File: config.mk
export PLATFORM = sky130hd
export DESIGN_NAME = rx_control_word_decoder
export DESIGN_NICKNAME = d
export VERILOG_FILES = /design/src/verilog/rx_control_word_decoder_pkg.sv /design/src/verilog/rx_control_word_decoder.sv /design/src/verilog/message_unpacker.sv /design/src/verilog/control_word_checker.sv
export VERILOG_INCLUDE_DIRS = /design/src /design/src/verilog
export SDC_FILE = /design/constraint.sdc
export NUM_CORES = 1
export LEC_CHECK = 0
export ABC_AREA = 1
export CORE_ASPECT_RATIO = 1.5
export CORE_UTILIZATION = 50
export DETAILED_ROUTE_END_ITERATION = 12
export DONT_BUFFER_PORTS = 1
export PLACE_DENSITY = 0.62
export SETUP_SLACK_MARGIN = 0.3
export SYNTH_ARGS = -nofsm -noshare
export SYNTH_HDL_FRONTEND = slang
export SYNTH_SLANG_ARGS = --single-unit
export TNS_END_PERCENT = 50
File: constraint.sdc
create_clock -name core_clk -period 6.3 [get_ports core_clk]
set_input_delay 1.89 -clock core_clk [delete_from_list [all_inputs] [get_ports core_clk]]
set_output_delay 1.89 -clock core_clk [all_outputs]
set_load 0.05 [all_outputs]
File: src/verilog/rx_control_word_decoder_params.svh
// Constants for the receive control word decoder.
// Behaviour
// - Message holds signed set value, 16-bit correction, control word, in order.
// - A normal correction overwrites the 32-bit offset, sign-extended.
// - Correction -32768 leaves the stored offset untouched and uses it.
// - A later correction above -32768 writes the offset again.
// - Last received correction is echoed unchanged for transmit; the code echoes only the correction of a set-value command.
// - Commands execute only when enable bit 0 is one.
// - Motor stop executes even when enable is zero.
// - Bit 1 starts the motor for set-value commands, else load only.
// - With bit 9 set, bit 1 opens (0) or closes (1) clamp.
// - Bit 2 suppresses spindle compensation.
// - Bits 4:3 choose slow, medium or fast speed.
// - Bits 6:5 function: 01b stores set value to slot three.
// - Bit 7 jogs right counting up, bit 8 jogs left down.
// - Bit 14 stops the motor, ignoring everything else.
// - Bit 15 is ignored.
// - One jog message keeps moving until a stop arrives.
// - Jog stops automatically at either end stop.
// - Clamping mode wraps jog with delayed release and delayed engage.
// - Direction inversion changes act at once on a running jog.
// - Jog leaves stored offset and set value unchanged.
// - Starting a jog aborts active positioning.
// - Clamp command ignored silently if clamping off or moving.
// - Bad bit combinations raise emergency code 0x8230 instead.
// - All-zero control word is ignored silently.
// - Commands act only in the operational network state.
`ifndef RX_CONTROL_WORD_DECODER_PARAMS_SVH
`define RX_CONTROL_WORD_DECODER_PARAMS_SVH
`define CW_ENABLE 0
`define CW_RELEASE 1
`define CW_NO_COMP 2
`define CW_SPEED_LO 3
`define CW_SPEED_HI 4
`define CW_FUNC_LO 5
`define CW_FUNC_HI 6
`define CW_RIGHT 7
`define CW_LEFT 8
`define CW_CLAMP 9
`define CW_STOP 14
`define CORR_SWITCH 16'h8000
`define EMCY_BAD_COMBO 16'h8230
`define CLAMP_DELAY_MS 10
`define CLK_KHZ 200000
`define CLAMP_DELAY_CYC (`CLAMP_DELAY_MS * `CLK_KHZ)
`endif

File: src/verilog/rx_control_word_decoder_pkg.sv
// Types shared by the receive control word decoder.
package rx_control_word_decoder_pkg;
	typedef struct packed {
		logic [15:0] control;
		logic [15:0] correction;
		logic [31:0] set_value;
	} rx_message_s;

	typedef struct packed {
		logic start_set;
		logic load_set;
		logic cut_in;
		logic no_comp;
		logic store_slot3;
		logic [1:0] speed;
	} set_command_s;

	typedef enum logic [3:0] {
		JOG_IDLE = 4'h1,
		JOG_RELEASE = 4'h2,
		JOG_RUN = 4'h4,
		JOG_ENGAGE = 4'h8
	} jog_state_e;
endpackage : rx_control_word_decoder_pkg

File: src/verilog/rx_control_word_decoder.sv
// Decoder for the second receive process-data message.
`include "rx_control_word_decoder_params.svh"
module rx_control_word_decoder #(
	parameter int CLAMP_DELAY = `CLAMP_DELAY_CYC
) (
	input wire logic core_clk,
	input wire logic reset_n,
	input wire logic clk_en,
	input wire logic msg_valid,
	input wire logic [63:0] msg_bytes,
	input wire logic node_operational,
	input wire logic clamping_mode,
	input wire logic positioning_active,
	input wire logic moving,
	input wire logic end_stop_low,
	input wire logic end_stop_high,
	input wire logic invert_count_dir,
	input wire logic invert_motor_dir,
	input wire logic sdo_offset_write,
	input wire logic [31:0] sdo_offset_data,
	output logic [31:0] offset_reg,
	output logic [31:0] set_value_reg,
	output logic [31:0] slot_three_reg,
	output logic [15:0] echo_corr_reg,
	output rx_control_word_decoder_pkg::set_command_s set_cmd_reg,
	output logic set_cmd_pulse,
	output logic stop_pulse,
	output logic abort_pulse,
	output logic clamp_open_pulse,
	output logic clamp_close_pulse,
	output logic clamp_released,
	output logic motor_run,
	output logic motor_dir_up,
	output logic [1:0] jog_speed_reg,
	output logic emcy_pulse,
	output logic [15:0] emcy_code
);
	import rx_control_word_decoder_pkg::*;

	logic rst_meta;
	logic rst_sync_n;
	rx_message_s msg;
	logic permitted;
	logic is_zero;
	logic take;
	logic stop_req;
	logic exec;
	logic jog_req;
	logic clamp_req;
	logic set_req;
	logic corr_is_switch;
	logic jog_right_reg;
	logic jog_start;
	logic jog_stop;
	logic at_end;
	logic delay_done;
	logic [31:0] delay_cnt_reg;
	logic [31:0] delay_cnt_next;
	jog_state_e jog_reg;
	jog_state_e jog_next;

	// Reset is released through two flops so the design leaves it cleanly.
	always_ff @(posedge core_clk or negedge reset_n) begin
		if (!reset_n) begin
			rst_meta <= 1'b0;
			rst_sync_n <= 1'b0;
		end else begin
			rst_meta <= 1'b1;
			rst_sync_n <= rst_meta;
		end
	end

	message_unpacker unpack (
		.raw_bytes(msg_bytes),
		.message(msg)
	);

	control_word_checker check (
		.control(msg.control),
		.permitted(permitted),
		.is_zero(is_zero)
	);

	// Message qualification; bit 15 enters only the is_zero test below.
	// operational only
	assign take = msg_valid && node_operational && clk_en;
	assign stop_req = take && msg.control[`CW_STOP];
	assign exec = take && !msg.control[`CW_STOP] && !is_zero &&
		permitted && msg.control[`CW_ENABLE];
	assign jog_req = exec && (msg.control[`CW_RIGHT] ||
		msg.control[`CW_LEFT]);
	assign clamp_req = exec && msg.control[`CW_CLAMP];
	assign set_req = exec && !jog_req && !clamp_req;
	assign corr_is_switch = (msg.correction == `CORR_SWITCH);

	// Offset follows 16-bit corrections; the switch value hands it to SDO.
	always_ff @(posedge core_clk or negedge rst_sync_n) begin
		if (!rst_sync_n) begin
			offset_reg <= 32'h0000_0000;
		end else if (clk_en && set_req && !corr_is_switch) begin
			offset_reg <= {{16{msg.correction[15]}}, msg.correction};
		end else if (clk_en && sdo_offset_write) begin
			offset_reg <= sdo_offset_data;
		end
	end

	// Echo and set-value storage; jogs leave the stored values alone.
	always_ff @(posedge core_clk or negedge rst_sync_n) begin
		if (!rst_sync_n) begin
			echo_corr_reg <= 16'h0000;
			set_value_reg <= 32'h0000_0000;
			slot_three_reg <= 32'h0000_0000;
		end else if (set_req) begin
			echo_corr_reg <= msg.correction;
			if (msg.control[`CW_FUNC_LO]) begin
				slot_three_reg <= msg.set_value;
			end else begin
				set_value_reg <= msg.set_value;
			end
		end
	end

	// Set command fields for the positioning logic outside.
	always_ff @(posedge core_clk or negedge rst_sync_n) begin
		if (!rst_sync_n) begin
			set_cmd_reg <= '0;
			set_cmd_pulse <= 1'b0;
		end else if (clk_en) begin
			set_cmd_pulse <= set_req && !msg.control[`CW_FUNC_LO];
			if (set_req) begin
				set_cmd_reg.start_set <= msg.control[`CW_RELEASE];
				set_cmd_reg.load_set <= !msg.control[`CW_RELEASE];
				set_cmd_reg.speed <= msg.control[`CW_SPEED_HI:`CW_SPEED_LO];
				set_cmd_reg.cut_in <=
					(msg.control[`CW_SPEED_HI:`CW_SPEED_LO] != 2'h0);
				set_cmd_reg.no_comp <= msg.control[`CW_NO_COMP];
				set_cmd_reg.store_slot3 <= msg.control[`CW_FUNC_LO];
			end
		end
	end

	// Clamp and emergency events are one-cycle pulses.
	always_ff @(posedge core_clk or negedge rst_sync_n) begin
		if (!rst_sync_n) begin
			clamp_open_pulse <= 1'b0;
			clamp_close_pulse <= 1'b0;
			emcy_pulse <= 1'b0;
			stop_pulse <= 1'b0;
			abort_pulse <= 1'b0;
		end else if (clk_en) begin
			clamp_open_pulse <= clamp_req && clamping_mode && !moving &&
				!msg.control[`CW_RELEASE];
			clamp_close_pulse <= clamp_req && clamping_mode && !moving &&
				msg.control[`CW_RELEASE];
			// emergency on bad
			// A word without enable and without stop is dropped quietly.
			emcy_pulse <= take && !is_zero && !permitted &&
				msg.control[`CW_ENABLE];
			stop_pulse <= stop_req;
			abort_pulse <= jog_start && positioning_active;
		end
	end

	assign emcy_code = `EMCY_BAD_COMBO;

	// Jog sequencing; a new jog is refused while one is already running.
	assign jog_start = jog_req && (jog_reg == JOG_IDLE);
	assign at_end = jog_right_reg ? end_stop_high : end_stop_low;
	assign jog_stop = stop_req || at_end;
	assign delay_done = (delay_cnt_reg == 32'h0000_0000);

	always_comb begin
		jog_next = jog_reg;
		delay_cnt_next = delay_done ? 32'h0000_0000 :
			delay_cnt_reg - 32'h0000_0001;
		case (jog_reg)
			JOG_IDLE: begin
				if (jog_start && clamping_mode) begin
					jog_next = JOG_RELEASE;
					delay_cnt_next = CLAMP_DELAY[31:0];
				end else if (jog_start) begin
					jog_next = JOG_RUN;
				end
			end
			JOG_RELEASE: begin
				if (stop_req) begin
					jog_next = JOG_ENGAGE;
					delay_cnt_next = CLAMP_DELAY[31:0];
				end else if (delay_done) begin
					jog_next = JOG_RUN;
				end
			end
			JOG_RUN: begin
				if (jog_stop && clamping_mode) begin
					jog_next = JOG_ENGAGE;
					delay_cnt_next = CLAMP_DELAY[31:0];
				end else if (jog_stop) begin
					jog_next = JOG_IDLE;
				end
			end
			JOG_ENGAGE: begin
				if (delay_done) begin
					jog_next = JOG_IDLE;
				end
			end
			default: begin
				jog_next = JOG_IDLE;
			end
		endcase
	end

	always_ff @(posedge core_clk or negedge rst_sync_n) begin
		if (!rst_sync_n) begin
			jog_reg <= JOG_IDLE;
			delay_cnt_reg <= 32'h0000_0000;
		end else if (clk_en) begin
			jog_reg <= jog_next;
			delay_cnt_reg <= delay_cnt_next;
		end
	end

	// Jog direction and speed are latched when the jog is started.
	always_ff @(posedge core_clk or negedge rst_sync_n) begin
		if (!rst_sync_n) begin
			jog_right_reg <= 1'b0;
			jog_speed_reg <= 2'h0;
		end else if (clk_en && jog_start) begin
			jog_right_reg <= msg.control[`CW_RIGHT];
			jog_speed_reg <= msg.control[`CW_SPEED_HI:`CW_SPEED_LO];
		end
	end

	// Direction is combinational so a changed inversion takes effect at once.
	// live inversion
	assign motor_dir_up = jog_right_reg ^ invert_count_dir ^
		invert_motor_dir;
	assign motor_run = (jog_reg == JOG_RUN);
	assign clamp_released = (jog_reg == JOG_RELEASE) ||
		(jog_reg == JOG_RUN);
endmodule : rx_control_word_decoder

File: src/verilog/message_unpacker.sv
// Unpacks an eight-byte receive message into its three fields.
module message_unpacker (
	input wire logic [63:0] raw_bytes,
	output rx_control_word_decoder_pkg::rx_message_s message
);
	import rx_control_word_decoder_pkg::*;

	assign message.set_value = {raw_bytes[31:24], raw_bytes[23:16],
		raw_bytes[15:8], raw_bytes[7:0]};
	assign message.correction = {raw_bytes[47:40], raw_bytes[39:32]};
	assign message.control = {raw_bytes[63:56], raw_bytes[55:48]};
endmodule : message_unpacker

File: src/verilog/control_word_checker.sv
// Classifies a control word as permissible or not.
`include "rx_control_word_decoder_params.svh"
module control_word_checker (
	input wire logic [15:0] control,
	output logic permitted,
	output logic is_zero
);
	import rx_control_word_decoder_pkg::*;

	logic [1:0] func;
	logic [1:0] speed;
	logic low2;
	logic set_ok;
	logic jog_ok;
	logic clamp_ok;

	// Only combinations of the function table pass; reserved 13..10 are free.
	assign func = control[`CW_FUNC_HI:`CW_FUNC_LO];
	assign speed = control[`CW_SPEED_HI:`CW_SPEED_LO];
	assign low2 = control[`CW_NO_COMP];
	assign is_zero = (control == 16'h0000);
	assign set_ok = !control[`CW_CLAMP] && !control[`CW_LEFT] &&
		!control[`CW_RIGHT] && ((func != 2'h0) ||
		(low2 && control[`CW_RELEASE]) || !low2);
	assign jog_ok = !control[`CW_CLAMP] && (func == 2'h0) && !low2 &&
		!control[`CW_RELEASE] && (speed != 2'h0) &&
		(control[`CW_LEFT] != control[`CW_RIGHT]);
	assign clamp_ok = control[`CW_CLAMP] && !control[`CW_LEFT] &&
		!control[`CW_RIGHT] && (func == 2'h0) && (speed == 2'h0) &&
		!low2;
	assign permitted = control[`CW_STOP] || (control[`CW_ENABLE] &&
		(set_ok || jog_ok || clamp_ok) && (func != 2'h2) &&
		(func != 2'h3));
endmodule : control_word_checker

==> results.txt, run 1 <==
status: finished, final reports clean
Ys Warns: 0
Final setup viols: 0
initial antenna violation count: 0
XOR/XNOR Fraction of Synth Area: 0.0118
commonest non-fill, non-tap cells in the layout: nand2_1 (340), dfrtp_1 (164), inv_1 (92), nor2_1 (84), nand3_1 (83)
actual slew at the worst max-slew pin: 1150 ps
CP Launch Type: input pin
mux share of post-synthesis cell area: 0.00123
Reg power frac: 0.467
Post-synth EDFFs: 0
leakage: 4.48 nW
Sw Pwr: 0.000952 W
Period Utilization, post-route: 0.753
layout overhead on the synthesized area: 7.96%
PD cells: 324 nW/um^2
GR Util met3: 0.0930
Post-Synth Simple-Gate Area: 0.297
clock power share: 0.394
routability congestion estimate: 0.896
Post-Place Worst Slack: 1550 ps
clock latency on the worst-skew pair: 430 ps
Worst Path Arrival: 2850 ps
cell-internal power: 0.00189 W
# rows: 56
H-tree Lvls: 4
fin area: 8780 um^2
count of different cell masters after synthesis: 45
largest net degree at the start of global routing: 70
post-CTS setup buffer count: 0
Post-CTS Resized: 0
Async S/R FF share, synth: 1.00
final setup TNS: 0 ps
remaining antenna violation count: 0
Avg Inst Size Synth: 7.92 um^2
sw frac: 0.335
Core Area: 15800 um^2
setup ws final: 1560 ps
largest family of logic cells by synthesized area: simple AND/OR/NAND/NOR gates
total number of vias: 6464
DR WL/cell: 17.0 um
Worst Skew: 16.4 ps
clk buf depth: 2
Die H: 158 um
placed cell area: 8130 um^2
diode count: 0
Synth Area in Adders: 0.00308
Sequential Area: 4160 um^2
area fraction of the dominant cell type after synthesis: 0.508
Via density: 5.28
final cell count without fillers: 1224
Seq/Total Area, Yosys: 0.511
hold_buf cts: 0
Num CTS Buffers: 17
DRC: 0
Die Width: 106 um
delay-heaviest family, CP: XOR/XNOR gates
layout net count: 1119
Post-synth top flop: dfrtp_1
combinational share of power: 0.138
Synth Register Bits: 166
number of global-route vias before repair: 6306
clock slew at reported path FFs: 80 ps
Initial Util: 0.516
Iter 0 DRT Violations: 403
post-layout min period: 4740 ps
Total Die Area: 16800 um^2
I/O Pins: 255
GR Util All Layers: 0.256
CP max stage cell: xnor2_1
total congestion overflow: 0
WP data required: 4410 ps
met1 Use GR: 0.295
Synth area leader: dfrtp_1
leading post-synthesis cells by cell area: dfrtp_1 (51%), nand2_1 (16%), nand3_1 (5.1%)
relative slew slack: 0.234
worst min path class: register to async pin
placed cells: 1192
grt met2 use: 0.432
Final Hold Viols: 0
layout cells sized above 1: 0.0793
number of I/O port buffers: 0
crit-path max FO: 1
critical path endpoint category: output pin
Max Slew Vio Count: 0
compound-cell area share of the yosys netlist: 0.0877
CTS tree: yes
clk sinks: 166
first-pass GRT wire length: 32.9 mm
RSZ-0062 raised after global routing: no
First-pass DRT Iterations: 4
Cells after Synth: 1026
DP HPWL: 14.8 mm
maximum VDD drop: 198 uV
CP cell instances: xnor2_1 -> xnor2_1
CP max stage delay: 850 ps
area occupied by multi-input gates: 3320 um^2
Root Driver: clkbuf_16
busiest grt layer: met2
most used cell, CP: xnor2_1
# fillers: 1530
Max Clock Freq: 211 MHz
max cap viols: 0
WL final: 20.9 mm
Crit path buffers/inverters: 0
Post-Syn Area: 8130 um^2
leading cell type in the layout, fill and taps excluded: nand2_1
worst hold margin: 270 ps
critical path class: input pin to output pin
## cells by family after synthesis
logic type,after synthesis
and+or+nand+nor,562
DFF,166
buffers and inverters,153
AOI/OAI and AO/OA,129
xor gates and xnor gates,11
adders and majority gates,2
other,2
muxes,1
## stage by stage
| step | power, W | utilization |
|---|---|---|
| CTS | 0.00286 | 0.557 |
| detailed placement | 0.00174 | 0.516 |
| global placement | 0.00173 | 0.516 |
| global route | 0.00298 | 0.557 |
| finish | 0.00284 | 0.557 |
| floorplan | 0.00166 | - |
## path summary, 6_finish.rpt
path | end | from | cells past startpoint | slack [ps]
worst max-delay path | motor_dir_up | invert_count_dir | 2 | 1560
worst min-delay path | echo_corr_reg[8] | rst_sync_n | 0 | 270
worst max register to register | delay_cnt_reg[29] | jog_reg[0] | 5 | 3950
worst min register to register | echo_corr_reg[8] | rst_sync_n | 0 | 270
max in group asynchronous | delay_cnt_reg[19] | rst_sync_n | 1 | 4730
min in group core_clk | rst_sync_n | rst_meta | 0 | 360
## area by class of cell
class / count / share of cell area
clock buffers: 18 / 0.0500
clock inverters: 14 / 0.0232
inverters: 97 / 0.0418
multi-input cells: 722 / 0.379
flip-flops and latches: 166 / 0.474
well taps: 203 / 0.0289
repair buffers: 4 / 0.00342
## power by group through the flow
stage                     logic [W]  registers, W  clock network, W
after detailed placement   0.000395       0.00135                 0
after CTS                  0.000396       0.00133           0.00114
after floorplan            0.000327       0.00133                 0
final                      0.000393       0.00133           0.00112
after global routing       0.000457       0.00134           0.00118
after global placement     0.000383       0.00135                 0
## synth_stat cells (2+ instances only)
cell and instances:
a21oi_1 10, a31oi_1 4, buf_1 5, buf_2 16, buf_4 19, buf_6 5, clkbuf_1 10, clkinv_1 2
conb_1 2, dfrtp_1 165, ha_1 2, inv_1 92, inv_2 2, nand2_1 340, nand2_2 5, nand2_4 2
nand3_1 83, nand3_2 3, nand3b_1 2, nand4_1 9, nor2_1 84, nor2_2 5, nor2_4 3, nor3_1 14
nor4_1 2, o21ai_0 51, o21ai_1 46, o21ai_2 14, or2_2 4, xnor2_1 2, xor2_1 9
## metal layers
layer	share of wire	wire length, um
met5	0	0
met4	0.028	582
met3	0.080	1670
met2	0.50	10500
met1	0.39	8070
Power figures use the tool's default switching activity.
==> run 2: changes to the inputs <==
--- a/config.mk
+++ b/config.mk
@@ -11,7 +11,7 @@
 export CORE_UTILIZATION = 50
 export DETAILED_ROUTE_END_ITERATION = 12
 export DONT_BUFFER_PORTS = 1
-export PLACE_DENSITY = 0.62
+export PLACE_DENSITY = 0.65
 export SETUP_SLACK_MARGIN = 0.3
 export SYNTH_ARGS = -nofsm -noshare
 export SYNTH_HDL_FRONTEND = slang
==> constraint.sdc (replaced) <==
create_clock -name core_clk -period 4.1 [get_ports core_clk]
set_input_delay 1.23 -clock core_clk [delete_from_list [all_inputs] [get_ports core_clk]]
set_output_delay 1.23 -clock core_clk [all_outputs]
set_load 0.05 [all_outputs]
==> run 2 against run 1 <==
Via count rose by 0.17%. Cell count rose by 0.49%. Clock skew fell by 8.7 ps. Sequential power rose by 53%. Critical path depth rose by 6. Utilization fell by 0.12 points. Sequential share of layout area rose by 0.10 points. Clock power rose by 38%. Cell area fell by 0.21%. First-iteration DRC count fell by 12%. Critical path type is now input pin to register. Global-route usage fell by 1.4 points. Register-to-register slack got worse by 2100 ps. Critical endpoint is now offset_reg[26].
==> results.txt, run 2 (same netlist as run 1, synthesis figures left out) <==
Total Die Area: 16800 um^2 (unchanged)
# rows: 56 (unchanged)
GR Util All Layers: 0.242 (-0.0136)
number of global-route vias before repair: 6274 (-0.51%)
critical path endpoint category: register
leading cell type in the layout, fill and taps excluded: nand2_1
Iter 0 DRT Violations: 354 (-12%)
Worst Skew: 7.75 ps (-8.69 ps)
H-tree Lvls: 4 (unchanged)
layout net count: 1125 (+0.54%)
most used cell, CP: nand2_1
final setup TNS: 0 ps (unchanged)
I/O Pins: 255 (unchanged)
total congestion overflow: 0 (unchanged)
number of I/O port buffers: 0 (unchanged)
layout cells sized above 1: 0.0828 (+0.00343)
post-CTS setup buffer count: 0 (unchanged)
total power: 0.00420 W (+48%)
diode count: 0 (unchanged)
remaining antenna violation count: 0 (unchanged)
status: finished, final reports clean
fin util: 0.556 (-0.00119)
First-pass DRT Iterations: 5 (+1)
Core Area: 15800 um^2 (unchanged)
relative slew slack: 0.473 (+0.239)
clock slew at reported path FFs: 70 ps (about the same)
Post-CTS Resized: 0 (unchanged)
placed cell area: 8190 um^2 (+0.71%)
wire length on met3: 1.59 mm (-4.9%)
fin area: 8760 um^2 (-0.21%)
Final Hold Viols: 0 (unchanged)
Max Slew Vio Count: 0 (unchanged)
clk buf depth: 2 (unchanged)
Worst Path Arrival: 3420 ps (+570 ps)
largest net degree at the start of global routing: 138 (+97%)
CP cell instances: nor4_1 -> nand3_1 -> clkinv_1 -> nor2_2 -> nor2_4 -> inv_2 -> nand2_1 -> nand2_1
worst min path class: register to async pin
DP HPWL: 14.4 mm (-2.5%)
post-layout min period: 3110 ps
Via density: 5.26 (-0.32%)
Num CTS Buffers: 17 (unchanged)
total number of vias: 6475 (+0.17%)
Crit path buffers/inverters: 2 (+2)
actual slew at the worst max-slew pin: 789 ps (-359 ps)
RSZ-0062 raised after global routing: no
crit-path max FO: 33 (+32)
max cap viols: 0 (unchanged)
Met1 Wirelength: 7.75 mm (-4.0%)
initial antenna violation count: 0 (unchanged)
first-pass GRT wire length: 31.4 mm (-4.5%)
DRC: 0 (unchanged)
worst hold margin: 261 ps (-8.53 ps)
hold_buf cts: 0 (unchanged)
leakage: 4.48 nW (about the same)
clk sinks: 166 (unchanged)
routability congestion estimate: 0.889 (-0.77%)
CP max stage cell: nor2_4
max layer used: met4
Period Utilization, post-route: 0.760
clock latency on the worst-skew pair: 420 ps (about the same)
Root Driver: clkbuf_16
commonest non-fill, non-tap cells in the layout: nand2_1 (340), dfrtp_1 (164), inv_1 (92), nor2_1 (84), nand3_1 (83)
Die Width: 106 um (unchanged)
DR WL/cell: 16.5 um (-3.3%)
CP max stage delay: 610 ps (-240 ps)
Die H: 158 um (unchanged)
maximum VDD drop: 299 uV (+51%)
WP data required: 4400 ps (about the same)
# fillers: 1525 (-0.33%)
Max Clock Freq: 321 MHz
Final setup viols: 0 (unchanged)
Initial Util: 0.516 (unchanged)
CTS tree: yes
PD cells: 479 nW/um^2 (+48%)
routed wl met2: 10.4 mm (-1.6%)
CP Launch Type: input pin
layout overhead on the synthesized area: 7.73%
critical path class: input pin to register
WL final: 20.3 mm (-2.8%)
delay-heaviest family, CP: simple AND/OR/NAND/NOR gates
==> run 2: cell count changes in the layout (fill, tap and decap cells not counted) <==
cell and change:
inv_6 +3, buf_4 +5, buf_12 +1, clkinv_2 +2, bufinv_16 -1, inv_8 -6, clkbuf_1 +2, clkinv_8 -3
clkinv_4 +3
==> run 2: per-layer routing <==
layer,vias to the layer above,GRT usage
met1,3016,0.277
li1,3190,-
met4,0,0.103
met3,41,0.0840
met5,-,0
met2,228,0.412
==> run 2: cell type report <==
cell class                 count  area, um^2  share of cell area
sequential                   166        4160               0.475
multi-input combinational    722        3320               0.380
clock buffer                  20         447              0.0510
inverter                      97         367              0.0419
tap                          203         254              0.0290
clock inverter                12         120              0.0137
timing repair buffer          10        87.6              0.0100
==> run 2: path summary, 6_finish.rpt <==
check | from | depth (start not counted) | end | slack [ps]
setup / recovery | msg_bytes[36] | 8 | offset_reg[26] | 990
hold / removal | rst_sync_n | 0 | echo_corr_reg[11] | 260
setup reg to reg | delay_cnt_reg[0] | 13 | delay_cnt_reg[26] | 1860
hold reg to reg | rst_sync_n | 0 | echo_corr_reg[11] | 260
max in group asynchronous | rst_sync_n | 1 | delay_cnt_reg[22] | 2810
min in group core_clk | rst_meta | 0 | rst_sync_n | 350
==> run 2: power breakdown <==
group | internal [W] | total, W | switching (W)
clock | 0.000866 | 0.00155 | 0.000685
combinational | 0.000189 | 0.000607 | 0.000419
sequential | 0.00176 | 0.00204 | 0.000279
==> run 2: stage by stage <==
step | cells | worst slack [ps]
finish | 1230 | 985
global route | 1230 | 784
CTS | 1230 | 981
detailed placement | 1198 | 531
global placement | 1198 | 577
floorplan | 1041 | 695
==> run 2: worst register-to-register path: cells and delay by family (launching register included) <==
family	cells	cell delay (ps)
adder cells (fa/ha/maj)	1	230
AND/OR/NAND/NOR	10	1230
flip-flops	1	380
buffers and inverters	2	300
==> run 3: changes to the inputs <==
--- a/config.mk
+++ b/config.mk
@@ -11,7 +11,7 @@
 export CORE_UTILIZATION = 50
 export DETAILED_ROUTE_END_ITERATION = 12
 export DONT_BUFFER_PORTS = 1
-export PLACE_DENSITY = 0.65
+export PLACE_DENSITY = 0.62
 export SETUP_SLACK_MARGIN = 0.3
 export SYNTH_ARGS = -nofsm -noshare
 export SYNTH_HDL_FRONTEND = slang
==> constraint.sdc (replaced) <==
create_clock -name core_clk -period 3.1 [get_ports core_clk]
set_input_delay 0.93 -clock core_clk [delete_from_list [all_inputs] [get_ports core_clk]]
set_output_delay 0.93 -clock core_clk [all_outputs]
set_load 0.05 [all_outputs]
==> run 3 against run 2 <==
Clock skew is 3.0 ps higher. Non-clock buffer count up 6. Utilization is 0.71 points higher. Setup slack lost 480 ps. Count of clock-buffer cells in the layout decreased by 2. Sequential cell count unchanged. Hold slack lost 78 ps. Cell area is 1.3% higher. Sequential power rose by 32%. Sequential share of layout area fell by 0.60 points. Cell count grew 0.49%. Highest routed layer unchanged.
==> results.txt, run 3 (same netlist as run 1, synthesis figures left out) <==
status: finished, final reports clean
Max Clock Freq: 385 MHz
Reg power frac: 0.477 (-0.009)
placed cells: 1204 (+0.50%)
fin area: 8870 um^2 (+1.3%)
max layer used: met4
WL final: 20.4 mm (+0.71%)
total number of vias: 6465 (-0.15%)
Max Slew Vio Count: 0 (unchanged)
PD cells: 638 nW/um^2 (+33%)
commonest non-fill, non-tap cells in the layout: nand2_1 (340), dfrtp_1 (164), inv_1 (92), nor2_1 (84), nand3_1 (83)
initial antenna violation count: 0 (unchanged)
WP data required: 3390 ps (-1010 ps)
leakage: 4.53 nW (+1.3%)
routed wl met2: 10.3 mm (-0.65%)
capture point of the worst reg-to-reg path: delay_cnt_reg[21]
reg2reg setup slack: 860 ps (-1000 ps)
critical path class: input pin to register
I/O Pins: 255 (unchanged)
H-tree Lvls: 4 (unchanged)
Met1 Wirelength: 8.15 mm (+5.0%)
Num CTS Buffers: 17 (unchanged)
# rows: 56 (unchanged)
cell-internal power: 0.00375 W (+33%)
combinational share of power: 0.146 (about the same)
Worst Skew: 10.7 ps (+2.98 ps)
final setup TNS: 0 ps (unchanged)
hold_buf cts: 0 (unchanged)
Post-CTS Resized: 0 (unchanged)
Post-Place Worst Slack: 51.7 ps (-479 ps)
largest net degree at the start of global routing: 74 (-46%)
remaining antenna violation count: 0 (unchanged)
Root Driver: clkbuf_16
routability congestion estimate: 0.888 (about the same)
GR Util All Layers: 0.250 (+0.00733)
clock slew at reported path FFs: 70 ps (about the same)
DR WL/cell: 16.5 um (+0.22%)
post-CTS setup buffer count: 0 (unchanged)
Final Hold Viols: 0 (unchanged)
r2r worst-path depth: 13 (unchanged)
worst min path class: input pin to async pin
Iter 0 DRT Violations: 361 (+2.0%)
Initial Util: 0.516 (unchanged)
Sw Pwr: 0.00191 W (+38%)
First-pass DRT Iterations: 5 (unchanged)
placed cell area: 8270 um^2 (+1.0%)
RSZ-0062 raised after global routing: no
clock latency on the worst-skew pair: 430 ps (about the same)
layout cells sized above 1: 0.0900 (+0.00726)
setup ws final: 503 ps (-482 ps)
critical path endpoint category: register
first-pass GRT wire length: 32.3 mm (+3.0%)
CP Launch Type: input pin
Period Utilization, post-route: 0.838
clk buf depth: 2 (unchanged)
Die H: 158 um (unchanged)
DRC: 0 (unchanged)
Final setup viols: 0 (unchanged)
Die Width: 106 um (unchanged)
number of I/O port buffers: 0 (unchanged)
total congestion overflow: 0 (unchanged)
Total Die Area: 16800 um^2 (unchanged)
actual slew at the worst max-slew pin: 664 ps (-125 ps)
post-layout min period: 2600 ps
r2r startpoint: delay_cnt_reg[0]
crit-path max FO: 64 (+94%)
leading cell type in the layout, fill and taps excluded: nand2_1
sw frac: 0.337 (+0.00748)
relative slew slack: 0.554 (+0.0812)
layout overhead on the synthesized area: 9.11%
max cap viols: 0 (unchanged)
clk sinks: 166 (unchanged)
Core Area: 15800 um^2 (unchanged)
layout net count: 1131 (+0.53%)
Worst Path Arrival: 2890 ps (-530 ps)
clock power share: 0.377 (+0.007)
CTS tree: yes
maximum VDD drop: 330 uV (+10%)
diode count: 0 (unchanged)
number of global-route vias before repair: 6282 (+0.13%)
wire length on met3: 1.46 mm (-8.2%)
final cell count without fillers: 1236 (+0.49%)
DP HPWL: 14.7 mm (+1.9%)
Via density: 5.23 (-0.64%)
[run 3: cell types whose count changed in the layout (fill, tap and decap cells not counted), sizes merged]
cell | previous run | this run
buf | 10 | 16
clkbuf | 20 | 18
clkinv | 7 | 6
clkinvlp | 1 | 2
inv | 100 | 102
[run 3: power groups by stage]
stage               sequential, W  combinational, W  clock (W)
detailed placement        0.00274          0.000822          0
finish                    0.00270          0.000823    0.00213
global route              0.00272          0.000950    0.00225
floorplan                 0.00271          0.000665          0
CTS                       0.00270          0.000827    0.00218
global placement          0.00274          0.000807          0
[run 3: final cells by class]
cell class	instances	area [um^2]
Fill cell	1514	6890
Sequential cell	166	4160
Multi-Input combinational cell	722	3320
Clock buffer	18	439
Inverter	97	367
Tap cell	203	254
Timing Repair Buffer	16	170
Clock inverter	14	158
[run 3: worst max-delay path, cell delays in order]
cell and delay, ps:
inv_1 40, ha_1 280, nand2_1 50, nor2_1 90, nand2_1 60, nand2_1 50, nand2_1 60, nand2_2 130
nand4_4 210, inv_4 300, nand2_4 380, nand2_1 190, o21ai_1 90
[run 3: worst max-delay path by stage]
stage                startpoint           endpoint  cells after the start
2_1_floorplan  invert_count_dir       motor_dir_up                      2
3_3_place_gp      msg_bytes[55]  slot_three_reg[1]                     13
3_5_place_dp      msg_bytes[55]  slot_three_reg[1]                     13
4_1_cts           msg_bytes[55]  slot_three_reg[4]                     13
5_1_grt           msg_bytes[55]  slot_three_reg[7]                     13
6_report          msg_bytes[55]  slot_three_reg[4]                     13
[run 3: routing by layer]
layer / track usage / vias up
met5: 0 / -
li1: - / 3199
met2: 0.420 / 205
met1: 0.296 / 3023
met3: 0.0799 / 38
met4: 0.0992 / 0
[run 3: per-stage QoR]
step           hold WS (ps)  power [W]   util
3_3_place_gp            335    0.00355  0.525
2_1_floorplan           331    0.00337      -
5_1_grt                 159    0.00592  0.563
3_5_place_dp            345    0.00356  0.525
6_report                183    0.00566  0.563
4_1_cts                 161    0.00571  0.563
